===== config.mk =====
export PLATFORM = sky130hd
export DESIGN_NAME = vectored_priority_interrupt_acceptor
export DESIGN_NICKNAME = d
export VERILOG_FILES = /design/src/irq_accept_pkg.sv /design/src/vectored_priority_interrupt_acceptor.sv /design/src/irq_arbiter.sv /design/src/irq_wait_timer.sv
export SDC_FILE = /design/constraint.sdc
export NUM_CORES = 1
export LEC_CHECK = 0
export ABC_CLOCK_PERIOD_IN_PS = 2800
export BUFFER_PORTS_ARGS = -buffer_cell sky130_fd_sc_hd__buf_2
export CAP_MARGIN = 20
export CORE_ASPECT_RATIO = 1.75
export CORE_MARGIN = 2
export CORE_UTILIZATION = 50
export DETAILED_ROUTE_END_ITERATION = 7
export GPL_TIMING_DRIVEN = 0
export PLACE_DENSITY = 0.78
export SYNTH_ARGS = -nofsm -noshare
export SYNTH_HDL_FRONTEND = slang
export SYNTH_HIERARCHICAL = 1
export SYNTH_SLANG_ARGS = --single-unit

===== constraint.sdc =====
create_clock -name i_clk -period 2.8 [get_ports i_clk]
set_clock_uncertainty 0.15 [all_clocks]
set_input_delay 0.14 -clock i_clk [delete_from_list [all_inputs] [get_ports i_clk]]
set_output_delay 0.14 -clock i_clk [all_outputs]
set_load 0.05 [all_outputs]

===== src/irq_accept_pkg.sv =====
// Constants, types and helper functions of the vectored interrupt acceptor
package irq_accept_pkg;
  // Status word layout and value after reset
  localparam logic [7:0] STATUS_RESET = 8'h06;
  localparam int IRQ_EN_POS = 7;
  localparam int SL_HI_POS = 2;
  localparam int SL_LO_POS = 1;
  // Fixed software trap vector words
  localparam logic [19:0] TRAP_VEC_LO = 20'h0007E;
  localparam logic [19:0] TRAP_VEC_HI = 20'h0007F;
  // Acceptance latency, in CPU clocks and in core cycles
  localparam int MIN_LAT_CLK = 9;
  localparam int MAX_LAT_CLK = 16;
  localparam int CYC_PER_CPU_CLK = 1;
  localparam int MIN_LAT_CYC = MIN_LAT_CLK * CYC_PER_CPU_CLK;
  localparam int MAX_LAT_CYC = MAX_LAT_CLK * CYC_PER_CPU_CLK;

  typedef enum logic [3:0] {
    OP_NONE, OP_ENABLE_IRQ, OP_IRQ_OFF, OP_SOFT_TRAP, OP_RETURN_FROM_IRQ,
    OP_RETURN_FROM_TRAP, OP_STATUS_PUSH, OP_STATUS_POP, OP_STATUS_WRITE,
    OP_BIT_SET, OP_BIT_CLR
  } op_t;

  typedef struct packed {
    logic request_flag;
    logic mask_flag;
    logic prio_bit_high;
    logic prio_bit_low;
  } src_t;

  typedef struct packed {
    op_t op;
    logic [7:0] data;
    logic [2:0] bit_idx;
  } cmd_t;

  typedef enum logic [1:0] {
    ST_IDLE = 2'h0,
    ST_PUSH_ST = 2'h1,
    ST_PUSH_PC = 2'h3,
    ST_VECTOR = 2'h2
  } acc_state_t;

  // level code from the two bits
  function automatic logic [1:0] prio_of(input src_t s);
    return {s.prio_bit_high, s.prio_bit_low};
  endfunction

  function automatic logic is_eligible(input src_t s);
    return s.request_flag && !s.mask_flag;
  endfunction

  function automatic logic [1:0] level_of(input logic [7:0] st);
    return {st[SL_HI_POS], st[SL_LO_POS]};
  endfunction
endpackage


===== src/vectored_priority_interrupt_acceptor.sv =====
// Top level: interrupt acceptance, status word and accept sequence
`timescale 1ns/1ps
////////////////////////////////////////////////////////////////////////////////
// Behaviour
// - Reset loads status word 06H: both service bits set, enable flag clear.
// - A maskable source is eligible only when its request is 1 and mask 0.
// - Accept maskable only with enable flag set; lower never preempts higher.
// - Start servicing 9 to 16 clocks after request; upper bound waived in RAM.
// - Best programmed level wins; ties go to fixed default order.
// - Level code 00 is highest through 11 lowest, from high and low bits.
// - Accept pushes status then PC, clears enable, loads vector, branches.
// - Accept writes level code minus one to service bits; code 0 gives 00.
// - Service bits 00 level 0/1, 01 level 2, 10 level 3, 11 idle.
// - With enable set admit levels up to service bits; none when clear.
// - Level 0 handler with enable set still admits further level 0.
// - Blocked requests stay pending and are taken once eligible.
// - After a return run one program instruction before next accept.
// - Soft trap pushes status then PC, clears enable, vectors via 7EH/7FH.
// - Soft trap is never blocked by enable, service bits or active handler.
// - Returns and status pop restore status word; status push saves it.
// - Status word has byte and bit access; enable/off instructions set/clear.
module vectored_priority_interrupt_acceptor #(
  parameter int N_SRC = 8,
  parameter logic [19:0] VEC_BASE = 20'h00004
) (
  // Clock and reset
  input wire logic i_clk,
  input wire logic i_sys_rst,
  // Peripheral request sources, index 0 has the best default priority
  input wire irq_accept_pkg::src_t i_src [N_SRC],
  // Instruction sequencer
  input wire logic i_instr_done,
  input wire irq_accept_pkg::cmd_t i_cmd,
  input wire logic i_ram_exec,
  // Status word and accept sequence
  output logic [7:0] o_status,
  output logic o_busy,
  output logic o_push_st,
  output logic [7:0] o_push_data,
  output logic o_push_pc,
  output logic o_vec_load,
  output logic [19:0] o_vec_addr,
  output logic o_ack,
  output logic [$clog2(N_SRC)-1:0] o_ack_idx
);
  import irq_accept_pkg::*;
  localparam int IW = $clog2(N_SRC);
  localparam int CW = $clog2(MAX_LAT_CYC + 1);
  localparam logic [CW-1:0] MIN_AGE = CW'(MIN_LAT_CYC - 1);
  localparam logic [CW-1:0] MAX_AGE = CW'(MAX_LAT_CYC - 1);

  if (N_SRC < 2 || N_SRC > 64) begin : g_chk
    $error("acceptor: N_SRC must be 2 to 64");
  end

  logic arb_valid;
  logic [IW-1:0] arb_idx;
  logic [1:0] arb_prio;
  logic [CW-1:0] wait_cnt;
  logic [CW-1:0] age;
  logic idle, restart, admit, take_irq, take_trap, st_push_instr;
  acc_state_t state_q, state_d;
  logic [7:0] status_q, status_d, push_data_q, push_data_d;
  logic hold_q, hold_d, trap_q, trap_d;
  logic busy_q, busy_d, push_st_q, push_st_d, push_pc_q, push_pc_d;
  logic vec_load_q, vec_load_d, ack_q, ack_d;
  logic [19:0] vec_addr_q, vec_addr_d;
  logic [IW-1:0] acc_idx_q, acc_idx_d, prev_idx_q, prev_idx_d;
  logic prev_valid_q, prev_valid_d;

  ////////////////////////////////////////////////////////////////////////////
  // Arbitration and request age

  irq_arbiter #(.N_SRC(N_SRC)) u_arb (
    .i_src(i_src),
    .o_valid(arb_valid),
    .o_idx(arb_idx),
    .o_prio(arb_prio)
  );

  // A new winner counts as a freshly arisen request
  assign restart = arb_valid && (!prev_valid_q || arb_idx != prev_idx_q);

  irq_wait_timer #(.CW(CW)) u_timer (
    .i_clk(i_clk),
    .i_sys_rst(i_sys_rst),
    .i_run(arb_valid && idle),
    .i_restart(restart),
    .o_count(wait_cnt)
  );

  assign age = (restart || !arb_valid || !idle) ? '0 : wait_cnt;
  assign idle = state_q == ST_IDLE;

  // admitted when enabled and code not above service bits
  assign admit = arb_valid && status_q[IRQ_EN_POS] && arb_prio <= level_of(status_q);

  // trap ignores enable flag and service level
  assign take_trap = idle && i_instr_done && i_cmd.op == OP_SOFT_TRAP;
  assign st_push_instr = idle && i_instr_done && i_cmd.op == OP_STATUS_PUSH;

  // normal take at a plain instruction boundary once old enough
  // forced take at the upper bound, not while a return still holds it off.
  // Boundaries carrying status or return operations never take, so a take
  // never races a status update in the same cycle.
  assign take_irq = idle && admit && !take_trap &&
    ((i_instr_done && i_cmd.op == OP_NONE && age >= MIN_AGE) ||
     (!i_instr_done && !hold_q && !i_ram_exec && age >= MAX_AGE));

  ////////////////////////////////////////////////////////////////////////////
  // Status word and return hold

  always_comb begin
    status_d = status_q;
    hold_d = hold_q;
    if (idle && i_instr_done) begin
      // hold set by a return, cleared by the next instruction
      hold_d = i_cmd.op == OP_RETURN_FROM_IRQ || i_cmd.op == OP_RETURN_FROM_TRAP;
      case (i_cmd.op)
        OP_ENABLE_IRQ: status_d[IRQ_EN_POS] = 1'b1;
        OP_IRQ_OFF: status_d[IRQ_EN_POS] = 1'b0;
        // restore from stack on returns and status pop
        OP_RETURN_FROM_IRQ, OP_RETURN_FROM_TRAP, OP_STATUS_POP,
        OP_STATUS_WRITE: status_d = i_cmd.data;
        OP_BIT_SET: status_d[i_cmd.bit_idx] = 1'b1;
        OP_BIT_CLR: status_d[i_cmd.bit_idx] = 1'b0;
        OP_SOFT_TRAP: status_d[IRQ_EN_POS] = 1'b0;
        default: ;
      endcase
    end
    if (take_irq) begin
      // accept clears enable, so nesting needs a fresh enable
      status_d[IRQ_EN_POS] = 1'b0;
      // code minus one into service bits, code zero keeps 00
      status_d[SL_HI_POS] = arb_prio > 2'h2;
      status_d[SL_LO_POS] = arb_prio == 2'h2;
    end
  end

  always_ff @(posedge i_clk or posedge i_sys_rst) begin
    if (i_sys_rst) begin
      status_q <= STATUS_RESET;
      hold_q <= 1'b0;
    end else begin
      status_q <= status_d;
      hold_q <= hold_d;
    end
  end

  ////////////////////////////////////////////////////////////////////////////
  // Accept sequence

  always_comb begin
    state_d = state_q;
    trap_d = trap_q;
    acc_idx_d = acc_idx_q;
    case (state_q)
      ST_IDLE: begin
        if (take_trap || take_irq) begin
          state_d = ST_PUSH_ST;
          trap_d = take_trap;
          acc_idx_d = arb_idx;
        end
      end
      ST_PUSH_ST: state_d = ST_PUSH_PC;
      ST_PUSH_PC: state_d = ST_VECTOR;
      ST_VECTOR: state_d = ST_IDLE;
      default: state_d = ST_IDLE;
    endcase
    busy_d = state_d != ST_IDLE;
    // status word goes first, snapshot taken before the update
    push_st_d = (idle && (take_trap || take_irq)) || st_push_instr;
    push_data_d = push_st_d ? status_q : push_data_q;
    push_pc_d = state_q == ST_PUSH_ST;
    vec_load_d = state_q == ST_PUSH_PC;
    ack_d = vec_load_d && !trap_q;
    // fixed trap vector, otherwise one two-byte entry per source
    if (!vec_load_d) begin
      vec_addr_d = vec_addr_q;
    end else if (trap_q) begin
      vec_addr_d = TRAP_VEC_LO;
    end else begin
      vec_addr_d = VEC_BASE + (20'(acc_idx_q) << 1);
    end
    prev_valid_d = arb_valid;
    prev_idx_d = arb_idx;
  end

  always_ff @(posedge i_clk or posedge i_sys_rst) begin
    if (i_sys_rst) begin
      state_q <= ST_IDLE;
      trap_q <= 1'b0;
      acc_idx_q <= '0;
      busy_q <= 1'b0;
      push_st_q <= 1'b0;
      push_data_q <= '0;
      push_pc_q <= 1'b0;
      vec_load_q <= 1'b0;
      ack_q <= 1'b0;
      vec_addr_q <= '0;
      prev_valid_q <= 1'b0;
      prev_idx_q <= '0;
    end else begin
      state_q <= state_d;
      trap_q <= trap_d;
      acc_idx_q <= acc_idx_d;
      busy_q <= busy_d;
      push_st_q <= push_st_d;
      push_data_q <= push_data_d;
      push_pc_q <= push_pc_d;
      vec_load_q <= vec_load_d;
      ack_q <= ack_d;
      vec_addr_q <= vec_addr_d;
      prev_valid_q <= prev_valid_d;
      prev_idx_q <= prev_idx_d;
    end
  end

  assign o_status = status_q;
  assign o_busy = busy_q;
  assign o_push_st = push_st_q;
  assign o_push_data = push_data_q;
  assign o_push_pc = push_pc_q;
  assign o_vec_load = vec_load_q;
  assign o_vec_addr = vec_addr_q;
  assign o_ack = ack_q;
  assign o_ack_idx = acc_idx_q;

  ////////////////////////////////////////////////////////////////////////////
  // Assertions

  logic first_q;
  logic [1:0] min_prio;

  always_ff @(posedge i_clk or posedge i_sys_rst) begin
    if (i_sys_rst) begin
      first_q <= 1'b1;
    end else begin
      first_q <= 1'b0;
    end
  end

  always_comb begin
    min_prio = 2'h3;
    for (int i = 0; i < N_SRC; i++) begin
      if (is_eligible(i_src[i]) && prio_of(i_src[i]) < min_prio) begin
        min_prio = prio_of(i_src[i]);
      end
    end
  end
endmodule


===== src/irq_arbiter.sv =====
// Picks the eligible source with the best level, lowest index on ties
`timescale 1ns/1ps
module irq_arbiter #(
  parameter int N_SRC = 8
) (
  // Sources
  input wire irq_accept_pkg::src_t i_src [N_SRC],
  // Winner
  output logic o_valid,
  output logic [$clog2(N_SRC)-1:0] o_idx,
  output logic [1:0] o_prio
);
  import irq_accept_pkg::*;
  localparam int IW = $clog2(N_SRC);

  if (N_SRC < 2 || N_SRC > 64) begin : g_chk
    $error("irq_arbiter: N_SRC must be 2 to 64");
  end

  // scanning downward with <= lets the lowest index win a tie
  always_comb begin
    o_valid = 1'b0;
    o_idx = '0;
    o_prio = 2'h3;
    for (int i = N_SRC - 1; i >= 0; i--) begin
      if (is_eligible(i_src[i]) && (!o_valid || prio_of(i_src[i]) <= o_prio)) begin
        o_valid = 1'b1;
        o_idx = IW'(i);
        o_prio = prio_of(i_src[i]);
      end
    end
  end
endmodule


===== src/irq_wait_timer.sv =====
// Counts cycles since the current winning request appeared
`timescale 1ns/1ps
module irq_wait_timer #(
  parameter int CW = 5
) (
  // Clock and reset
  input wire logic i_clk,
  input wire logic i_sys_rst,
  // Control
  input wire logic i_run,
  input wire logic i_restart,
  // Age
  output logic [CW-1:0] o_count
);
  logic [CW-1:0] count_q, count_d;

  if (CW < 2 || CW > 16) begin : g_chk
    $error("irq_wait_timer: CW must be 2 to 16");
  end

  // Saturates so a long-blocked request keeps its full age
  always_comb begin
    if (!i_run) begin
      count_d = '0;
    end else if (i_restart) begin
      count_d = CW'(1);
    end else if (count_q == {CW{1'b1}}) begin
      count_d = count_q;
    end else begin
      count_d = count_q + CW'(1);
    end
  end

  always_ff @(posedge i_clk or posedge i_sys_rst) begin
    if (i_sys_rst) begin
      count_q <= '0;
    end else begin
      count_q <= count_d;
    end
  end

  assign o_count = count_q;
endmodule


==> qor.yml, run 1 <==
run_status:
  status: "finished, violations left"
  violations: "negative hold slack, negative setup slack"
global_route:
  grt_pass1_wl_um: 13400
  antenna_found_initial: 0
  grt_overflow: 0
  grt_max_degree: 21
  grt_pass1_vias: 3049
  grt_usage_pct: 24.8
critical_path:
  worst_setup_path_end_kind: "flip-flop"
  required_ns: 2.85
  critPathLaunchType: "primary input"
  slowest_stage: "a221o_1"
  ff2ff_path_depth: 5
  critPathLaunch: "i_src[2]"
  path_class: "in -> reg"
  endpoint: "o_push_data[0]"
  reg2reg_to: "o_push_data[0]"
  path_max_fanout: 5
  cp.arrival_ns: 9.47
  rrSetupSlack_ns: 0.37
  max_stage_delay_ns: 0.39
  r2r_start: "state_q[0]"
finish:
  final_area_um2: 4530
  n_antenna_cell: 0
  fillers: 402
  drive_above_1_share_pct: 50.1
  multi_input_area_um2: 2260
  area_growth_pct: 49.9
  seq_area_um2: 1050
  fin_nets: 540
power:
  ir_drop_mv: 0.294
  cellPowerDensity_nw_per_um2: 817
  power.leakage_nw: 2.23
  power_mw: 3.71
timing:
  fin_ws_ns: -6.61
  fmax_mhz: 106
  finalMaxSlewViolations: 0
  finalSetupViolations: 26
  fin_crit_ns: 9.41
  post-route-period-util_pct: 336
  timing.slew.headroom_pct: 47.4
  max_slew.worst_pin.slew_ns: 0.788
  rsz0062_at_grt: "yes"
  whs_ns: -0.00386
  hold_viol: 1
logic_synthesis:
  syn-cell-area_um2: 3030
  ys_ff_latch: 42
  synthFlopType: "dfrtp_1"
  ys_seq_area_share_pct: 34.8
  yosys_warnings: 6
  syn_inst: 324
  synth.avg_cell_area_um2: 9.34
  synth_cell_types: 64
  synthArstFlopShare_pct: 100
  synth_edf_count: 0
drt:
  firstDrtPassIters: 4
  drc_errors: 0
  ant_nets: 0
  routed_via_density: 5.49
  wl_per_cell_um: 16.7
  first_iter_violations: 175
  vias: 3015
  drt-total-wl_um: 9150
die:
  die_x_um: 62.8
  start_util_pct: 51.5
  rows: 37
  pin_count: 95
  coreArea_um2: 5880
  dieArea_um2: 6710
  die-height_um: 107
clocking:
  clk_latency_ns: 0.31
  numClockSinks: 42
  root_buffer: "clkbuf_8"
  cts_max_path_buffers: 2
  path_clk_slew_ns: 0.09
  cts_max_level: 2
  cts_tree: "yes"
  cts_buffers: 5
placement:
  placedInstanceArea_um2: 3690
  gp_congestion: 0.818
  port_buffers: 76
  hpwl_um: 5630
hold_path:
  min_path_type: "in -> reg"
job:
  max_cap_viol_count: 0
## cells by family (layout without fill, tap and decap cells)
logic type / count (synthesis) / after routing / share of synthesized area (%)
simple gates: 113 / 114 / 21.4
compound gates: 78 / 78 / 18.4
flops: 42 / 42 / 34.8
buf+inv: 42 / 175 / 7.57
mux: 20 / 20 / 7.15
fa+ha+maj: 19 / 19 / 7.86
xor+xnor: 9 / 9 / 2.61
other cells: 1 / 14 / 0.124
## what timing repair did
item / 4_1_cts / 5_1_grt
buffers inserted: 34 / 11
hold endpoints to repair: 23 / 0
gates cloned: 1 / 0
setup endpoints to repair: 26 / 26
resized for setup: 40 / 38
hold buffers: 3 / 0
pin swaps: 25 / 37
## flip-flops by register name (all words and copies together) (netlist names), 2 cells and up
register and flops:
u_timer/o_count 5, o_status 8, o_vec_addr 5, prev_idx_q 3, o_push_data 8, o_ack_idx 3, state_q 2
## critical path: cells and delay by family
kind	cells	cell delay (ns)
compound gates	18	2.93
xor+xnor	1	0.17
fa+ha+maj	7	1.96
buf+inv	4	0.53
mux	1	0.32
simple gates	18	3.38
## where the power goes
| group | total (mW) | switching (mW) | internal, mW | leakage, nW |
|---|---|---|---|---|
| combinational | 2.26 | 1.39 | 0.868 | 1.67 |
| sequential | 1.03 | 0.186 | 0.841 | 0.514 |
| clock | 0.418 | 0.238 | 0.180 | 0.0447 |
| total | 3.71 | 1.82 | 1.89 | 2.23 |
## routing by layer
metal	share of wire [%]	GRT usage, %	wire, um
met5	0	0	0
met4	4.7	11.9	431
met3	4.4	3.25	404
met2	57	50.2	5250
met1	34	24.0	3070
## how the worst min path moves through the flow
stage	end	slack (ns)	cells after the start	startpoint
after floorplan	u_timer/o_count[0]	-0.23	1	i_sys_rst
after global placement	u_timer/o_count[2]	-0.1	2	i_sys_rst
after detailed placement	u_timer/o_count[4]	-0.09	2	i_sys_rst
after CTS	o_status[4]	0.008	3	i_cmd[7]
after global routing	o_status[3]	0.04	3	i_cmd[6]
final	o_status[4]	-0.004	3	i_cmd[7]
## synth_stat cells, types with 2 or more instances
library cell	n	area share, %
mux2_2	13	4.8
o21ai_0	15	2.5
o31ai_1	3	0.74
o31a_1	2	0.58
a221o_1	3	0.99
nand3b_1	2	0.50
a31oi_1	4	0.83
o211a_1	2	0.66
o21a_1	3	0.74
o211ai_1	2	0.50
xor2_1	2	0.58
nand2_1	23	2.9
and2_1	4	0.83
and3_1	2	0.41
nand3_1	6	0.99
or2b_1	3	0.74
buf_2	2	0.33
dfrtp_1	40	33
nor2b_1	16	3.3
nor3_1	5	0.83
o2bb2ai_1	2	0.58
dfstp_2	2	1.7
nor2b_4	2	0.91
or2_2	3	0.62
nand4_1	3	0.62
nor3b_1	3	0.74
mux2i_1	7	2.3
buf_4	18	4.5
inv_1	19	2.4
ha_1	19	7.9
o32ai_1	3	0.87
nand2b_1	8	1.7
nor2_1	20	2.5
clkbuf_1	2	0.25
o22ai_1	5	1.0
a21oi_1	19	3.1
nor4_1	2	0.41
xnor2_1	7	2.0
a21boi_0	3	0.74
## per-stage QoR
step	utilization [%]	std cells	TNS, ns	setup slack, ns
2_1_floorplan	-	337	-152.50	-6.21
3_3_place_gp	62.4	491	-177.04	-7.20
3_5_place_dp	62.8	492	-182.99	-7.43
4_1_cts	72.2	537	-156.71	-6.35
5_1_grt	77.1	549	-172.62	-6.95
6_report	77.1	549	-164.39	-6.61
## placed cells by master (no fill, tap or decap), types with 8 or more instances in the layout
| cell | n |
|---|---|
| ha_1 | 10 |
| a21oi_1 | 13 |
| nor2b_1 | 10 |
| buf_2 | 76 |
| inv_1 | 17 |
| mux2_4 | 12 |
| ha_4 | 8 |
| buf_4 | 57 |
| nor2_1 | 14 |
| dfrtp_1 | 40 |
| conb_1 | 14 |
| o21ai_0 | 9 |
| nand2_1 | 18 |
## cell type report
cell class | count | area share [%]
multi-input combinational | 254 | 49.8
tap | 78 | 2.15
buffer | 23 | 3.48
clock buffer | 5 | 1.52
inverter | 19 | 1.57
sequential | 42 | 23.2
clock inverter | 3 | 0.552
timing repair buffer | 125 | 17.7
(Power assumes the default switching activity.)
==> inputs of run 2 (changes only) <==
--- a/config.mk
+++ b/config.mk
@@ -5,6 +5,7 @@
 export SDC_FILE = /design/constraint.sdc
 export NUM_CORES = 1
 export LEC_CHECK = 0
+export ABC_AREA = 1
 export ABC_CLOCK_PERIOD_IN_PS = 2800
 export BUFFER_PORTS_ARGS = -buffer_cell sky130_fd_sc_hd__buf_2
 export CAP_MARGIN = 20
==> run 2 against run 1 <==
Effect of this change:
- the run ends with negative setup slack left
- clock-buffer cell count is 2 higher
- routed wire length is 4.2% higher
- global-route usage is 0.23 points lower
- setup slack better by 1.6 ns
- synthesized cell count is 39% higher
- first-iteration DRC count is 35% higher
- cell count is 23% higher
- area after synthesis is 5.3% higher
- critical path type unchanged
==> qor.yml, run 2 <==
run_status:
  status: "finished, violations left"
  violations: "negative setup slack"
die:
  start_util_pct: 51.5  # +0.081 points
  rows: 38  # +2.7%
  dieArea_um2: 7050  # +5.0%
  coreArea_um2: 6180  # +5.1%
  die-height_um: 110  # +2.5%
  pin_count: 95  # unchanged
  die_x_um: 64.3  # +2.4%
clocking:
  cts_max_level: 2  # unchanged
  path_clk_slew_ns: 0.08  # about the same
  cts_tree: "yes"
  cts_max_path_buffers: 2  # unchanged
  root_buffer: "clkbuf_8"
  clk_latency_ns: 0.30  # about the same
  cts_buffers: 5  # unchanged
  numClockSinks: 42  # unchanged
power:
  ir_drop_mv: 0.442  # +50%
  cellPowerDensity_nw_per_um2: 754  # -7.8%
  power.leakage_nw: 2.70  # +21%
logic_synthesis:
  synth.area.top_cells: "dfrtp_1, nand2_1, inv_1"
  syn-cell-area_um2: 3190  # +5.3%
  syn_inst: 449  # +39%
  ys_ff_latch: 42  # unchanged
  synth.avg_cell_area_um2: 7.09  # -24%
  synthFlopType: "dfrtp_1"
  synth_edf_count: 0  # unchanged
  ys_seq_area_share_pct: 33.1  # -1.8 points
  synth_common_cells: "nand2_1, inv_1, dfrtp_1"
  synth_cell_types: 37  # -42%
  yosysMostFrequentCell: "nand2_1"
  yosys_warnings: 6  # unchanged
  synth_top_cell_area_share_pct: 31.4  # -1.7 points
  synthArstFlopShare_pct: 100  # unchanged
  synth.largest_area_cell: "dfrtp_1"
finish:
  n_antenna_cell: 0  # unchanged
  fin_nets: 663  # +23%
  finish.utilization_pct: 79.3  # +2.2 points
  mostFrequentLayoutCell: "buf_2"
  area_growth_pct: 53.8
  layout_common_cells: "buf_2, inv_1, nand2_1"
  drive_above_1_share_pct: 50.2  # +0.062 points
job:
  max_cap_viol_count: 0  # unchanged
drt:
  first_iter_violations: 236  # +35%
  routed_via_density: 5.05  # -8.1%
  drc_errors: 0  # unchanged
  vias: 3401  # +13%
  ant_nets: 0  # unchanged
  drt-total-wl_um: 9540  # +4.2%
  firstDrtPassIters: 4  # unchanged
  wl_per_cell_um: 14.1  # -15%
timing:
  fmax_mhz: 127  # +20%
  max_slew.worst_pin.slew_ns: 0.723  # -0.0649 ns
  fin_crit_ns: 7.86  # -1.56 ns
  post-route-period-util_pct: 281  # -56 points
  timing.slew.headroom_pct: 51.7  # +4.3 points
  rsz0062_at_grt: "yes"
  whs_ns: 0.0713  # +0.0752 ns
  fin_ws_ns: -5.06  # +1.56 ns
  finalMaxSlewViolations: 0  # unchanged
  finalSetupViolations: 26  # unchanged
  hold_viol: 0  # -1
global_route:
  grt_usage_pct: 24.6  # -0.23 points
  grt_max_degree: 22  # +4.8%
  grt_overflow: 0  # unchanged
  grt_pass1_wl_um: 13600  # +1.9%
  grt_pass1_vias: 3165  # +3.8%
  antenna_found_initial: 0  # unchanged
critical_path:
  crit_top_cell: "nand2_2"
  worst_setup_path_end_kind: "flip-flop"
  cp.arrival_ns: 7.95  # -1.52 ns
  path_max_fanout: 7  # +2
  max_stage_delay_ns: 0.29  # -0.10 ns
  required_ns: 2.89  # +0.04 ns
  slowest_stage: "or2_4"
  path_class: "in -> reg"
  critPathLaunchType: "primary input"
placement:
  hpwl_um: 5700  # +1.1%
  gp_congestion: 0.841  # +2.8%
  port_buffers: 80  # +5.3%
hold_path:
  min_path_type: "in -> reg"
## run 2: timing repair
item	CTS	global route
buffers inserted	25	10
pin swaps	44	51
resized for setup	73	69
hold buffers	7	0
cloned	1	0
setup endpoints to repair	26	26
hold endpoints to repair	25	0
## run 2: path summary, 6_finish.rpt
path / startpoint / end / cells past startpoint / slack (ns)
min reg2reg: o_vec_addr[4] / o_vec_addr[4] / 2 / 0.34
min in group asynchronous: i_sys_rst / u_timer/o_count[0] / 3 / 0.13
max: i_src[2] / o_push_data[7] / 70 / -5.06
min: i_cmd[12] / o_status[7] / 4 / 0.07
max in group asynchronous: i_sys_rst / o_vec_addr[4] / 4 / 1.60
max reg2reg: o_status[2] / o_push_data[3] / 12 / 0.75
## run 2: per-stage QoR
stage | cell area [um2] | cells | TNS [ns] | worst slack (ns) | power (mW)
2_1_floorplan | 3290 | 462 | -111.82 | -4.54 | 2.43
3_3_place_gp | 3790 | 622 | -129.15 | -5.23 | 2.78
3_5_place_dp | 3820 | 623 | -135.68 | -5.48 | 2.84
4_1_cts | 4530 | 664 | -116.02 | -4.69 | 3.45
5_1_grt | 4900 | 674 | -134.21 | -5.42 | 3.92
6_report | 4900 | 674 | -125.28 | -5.06 | 3.69
## run 2: layer usage
metal / track usage (%) / share of wire (%) / vias to the layer above
met1: 25.1 / 35 / 1587
met5: 0 / 0 / -
li1: - / - / 1672
met2: 48.7 / 56 / 104
met4: 11.4 / 4.6 / 0
met3: 2.87 / 3.6 / 38
## run 2: worst max-delay path, delay by kind of cell
| kind | cells | cell delay (ns) |
|---|---|---|
| buffers and inverters | 12 | 0.98 |
| AOI/OAI and AO/OA | 12 | 1.13 |
| adders and majority gates | 7 | 1.67 |
| and+or+nand+nor | 39 | 3.98 |
## run 2: cell families after synthesis
| kind of cell | count (synthesis) | synth area share [%] |
|---|---|---|
| other | 1 | 0.118 |
| AOI/OAI and AO/OA | 59 | 11.5 |
| and+or+nand+nor | 224 | 32.9 |
| DFF | 42 | 33.1 |
| buffers and inverters | 104 | 14.9 |
| adders and majority gates | 19 | 7.46 |
## run 2: area by class of cell
class	count	area (um2)
buffer	17	136
multi-input combinational	316	2330
clock inverter	1	5.00
timing repair buffer	124	828
clock buffer	7	86.3
fill	394	1280
sequential	42	1050
inverter	87	362
tap	80	100
## run 2: where the power goes
group	leakage, nW	internal, mW	switching (mW)
Combinational	2.13	0.727	1.50
Clock	0.0482	0.199	0.208
Sequential	0.520	0.840	0.217
==> inputs of run 3 (changes only) <==
--- a/config.mk
+++ b/config.mk
@@ -11,10 +11,9 @@
 export CAP_MARGIN = 20
 export CORE_ASPECT_RATIO = 1.75
 export CORE_MARGIN = 2
-export CORE_UTILIZATION = 50
+export CORE_UTILIZATION = 30
 export DETAILED_ROUTE_END_ITERATION = 7
 export GPL_TIMING_DRIVEN = 0
-export PLACE_DENSITY = 0.78
 export SYNTH_ARGS = -nofsm -noshare
 export SYNTH_HDL_FRONTEND = slang
 export SYNTH_HIERARCHICAL = 1
==> run 3 against run 2 <==
Effect of this change:
- the flow still finishes with violations (negative setup slack)
- via count down 0.21%
- routed wire length decreased by 5.9%
- non-clock buffer count increased by 15
- setup slack gained 0.27 ns
- sequential cell count unchanged
==> qor.yml, run 3 (synthesized netlist as in run 2, its figures left out) <==
run_status:
  status: "finished, violations left"
  violations: "negative setup slack"
timing:
  finalSetupViolations: 26  # unchanged
  fin_ws_ns: -4.79  # +0.268 ns
  timing.slew.headroom_pct: 46.1  # -5.6 points
  finalMaxSlewViolations: 0  # unchanged
  whs_ns: 0.00281  # -0.0685 ns
  rsz0062_at_grt: "yes"
  hold_viol: 0  # unchanged
  fin_crit_ns: 7.59  # -0.268 ns
  post-route-period-util_pct: 271  # -9.6 points
  max_slew.worst_pin.slew_ns: 0.808  # +0.0843 ns
  fmax_mhz: 132  # +3.5%
critical_path:
  slowest_stage: "ha_4"
  cp.arrival_ns: 7.61  # -0.34 ns
  worst_setup_path_end_kind: "flip-flop"
  path_max_fanout: 5  # -2
  critPathLaunchType: "primary input"
  max_stage_delay_ns: 0.29  # about the same
  crit_top_cell: "nand2_2"
  required_ns: 2.83  # -0.06 ns
  path_class: "in -> reg"
placement:
  hpwl_um: 6110  # +7.2%
  port_buffers: 80  # unchanged
  gp_congestion: 0.836  # -0.57%
clocking:
  cts_buffers: 5  # unchanged
  cts_max_path_buffers: 2  # unchanged
  numClockSinks: 42  # unchanged
  cts_max_level: 2  # unchanged
  clk_latency_ns: 0.29  # about the same
  path_clk_slew_ns: 0.06  # -0.02 ns
  cts_tree: "yes"
  root_buffer: "clkbuf_16"
power:
  combPwrFrac_pct: 57.1  # -3.3 points
  swShare_pct: 48.7  # -3.5 points
  ir_drop_mv: 0.516  # +17%
  netSwitchingPower_mw: 1.95  # +1.0%
  power.leakage_nw: 2.76  # +2.5%
  p_seq_share_pct: 26.1  # -2.5 points
  p_int_mw: 2.05  # +16%
  pwr-share-clk_pct: 16.8  # +5.8 points
  cellPowerDensity_nw_per_um2: 777  # +3.0%
finish:
  seq_area_um2: 1050  # unchanged
  fin_nets: 678  # +2.3%
  mostFrequentLayoutCell: "buf_2"
  fillers: 970  # +150%
  multi_input_area_um2: 2360  # +1.1%
  layout_common_cells: "buf_2, inv_1, buf_4"
  n_antenna_cell: 0  # unchanged
  area_growth_pct: 61.5
  finish.utilization_pct: 50.0  # -29 points
  drive_above_1_share_pct: 53.5  # +3.4 points
drt:
  ant_nets: 0  # unchanged
  firstDrtPassIters: 4  # unchanged
  routed_via_density: 4.61  # -8.6%
  drc_errors: 0  # unchanged
  wl_per_cell_um: 12.2  # -14%
  first_iter_violations: 146  # -38%
  drt-total-wl_um: 8970  # -5.9%
  vias: 3394  # -0.21%
global_route:
  grt_usage_pct: 15.8  # -8.8 points
  grt_pass1_wl_um: 14400  # +5.7%
  grt_overflow: 0  # unchanged
  antenna_found_initial: 0  # unchanged
  grt_pass1_vias: 3351  # +5.9%
  grt_max_degree: 38  # +73%
die:
  rows: 49  # +29%
  pin_count: 95  # unchanged
  coreArea_um2: 10300  # +67%
  die-height_um: 140  # +28%
  dieArea_um2: 11500  # +63%
  die_x_um: 81.9  # +27%
  start_util_pct: 30.9  # -21 points
hold_path:
  min_path_type: "in -> reg"
job:
  max_cap_viol_count: 0  # unchanged
==> run 3: changes by cell type in the layout (fill, tap and decap cells not counted), moves of 3 or more <==
| cell | delta |
|---|---|
| dlygate4sd3_1 | -3 |
| nand3_2 | -5 |
| clkbuf_16 | +5 |
| inv_2 | +4 |
| buf_6 | +5 |
| nand3_4 | +4 |
| nand2_1 | -4 |
| clkbuf_8 | -6 |
| nand2_4 | -3 |
| nand2_2 | +7 |
| inv_1 | -6 |
| buf_4 | +15 |
==> run 3: worst max-delay path, delay by kind of cell <==
| kind | cells | cell delay [ns] |
|---|---|---|
| and+or+nand+nor | 41 | 3.91 |
| AOI/OAI and AO/OA | 11 | 0.87 |
| adders and majority gates | 8 | 1.97 |
| buffers and inverters | 9 | 0.68 |
==> run 3: path summary, 6_finish.rpt <==
check | to | from | slack, ns | depth (start not counted)
setup / recovery | o_push_data[7] | i_src[2] | -4.79 | 69
hold / removal | o_status[7] | i_cmd[10] | 0.003 | 3
setup reg to reg | o_ack_idx[1] | o_status[2] | 0.78 | 13
hold reg to reg | o_vec_addr[4] | o_vec_addr[4] | 0.34 | 2
max in group asynchronous | o_push_data[3] | i_sys_rst | 1.57 | 3
min in group asynchronous | u_timer/o_count[1] | i_sys_rst | 0.16 | 3
==> run 3: per-layer routing <==
| layer | track usage, % | vias to the layer above | wire length, um |
|---|---|---|---|
| li1 | - | 1698 | - |
| met1 | 16.2 | 1576 | 3310 |
| met2 | 29.7 | 91 | 4960 |
| met3 | 1.68 | 29 | 359 |
| met4 | 8.33 | 0 | 343 |
| met5 | 0 | - | 0 |
==> run 3: layout make-up <==
cell class                 instances  share of cell area, %
inverter                          87                   7.17
timing repair buffer             140                   17.9
multi-input combinational        316                   45.8
buffer                            16                   2.26
clock buffer                       5                   2.43
clock inverter                     3                  0.851
sequential                        42                   20.5
tap                              127                   3.09
==> run 3: power by group through the flow <==
stage,logic [mW],registers (mW),clock network (mW)
6_report,2.28,1.04,0.670
2_1_floorplan,0.804,1.62,0
3_3_place_gp,1.79,1.02,0
4_1_cts,2.11,1.03,0.688
5_1_grt,2.48,1.08,0.719
3_5_place_dp,1.82,1.04,0
==> run 3: metrics by stage <==
stage               cell area, um2  std cells  power, mW  TNS (ns)  setup WS [ns]
finish                        5140        736       4.00   -118.91          -4.79
global route                  5140        736       4.28   -129.07          -5.18
CTS                           4820        730       3.83   -118.21          -4.78
detailed placement            3850        669       2.86   -139.74          -5.65
global placement              3850        669       2.81   -133.77          -5.41
floorplan                     3290        462       2.43   -111.82          -4.54
==> run 3: repair_timing <==
| action | 4_1_cts | 5_1_grt |
|---|---|---|
| gates cloned | 1 | 0 |
| setup buffers | 48 | 10 |
| pin swaps | 46 | 68 |
| hold buffers | 4 | 0 |
| setup endpoints to repair | 26 | 26 |
| gates resized for setup | 78 | 83 |
| endpoints found under the hold margin | 43 | 0 |
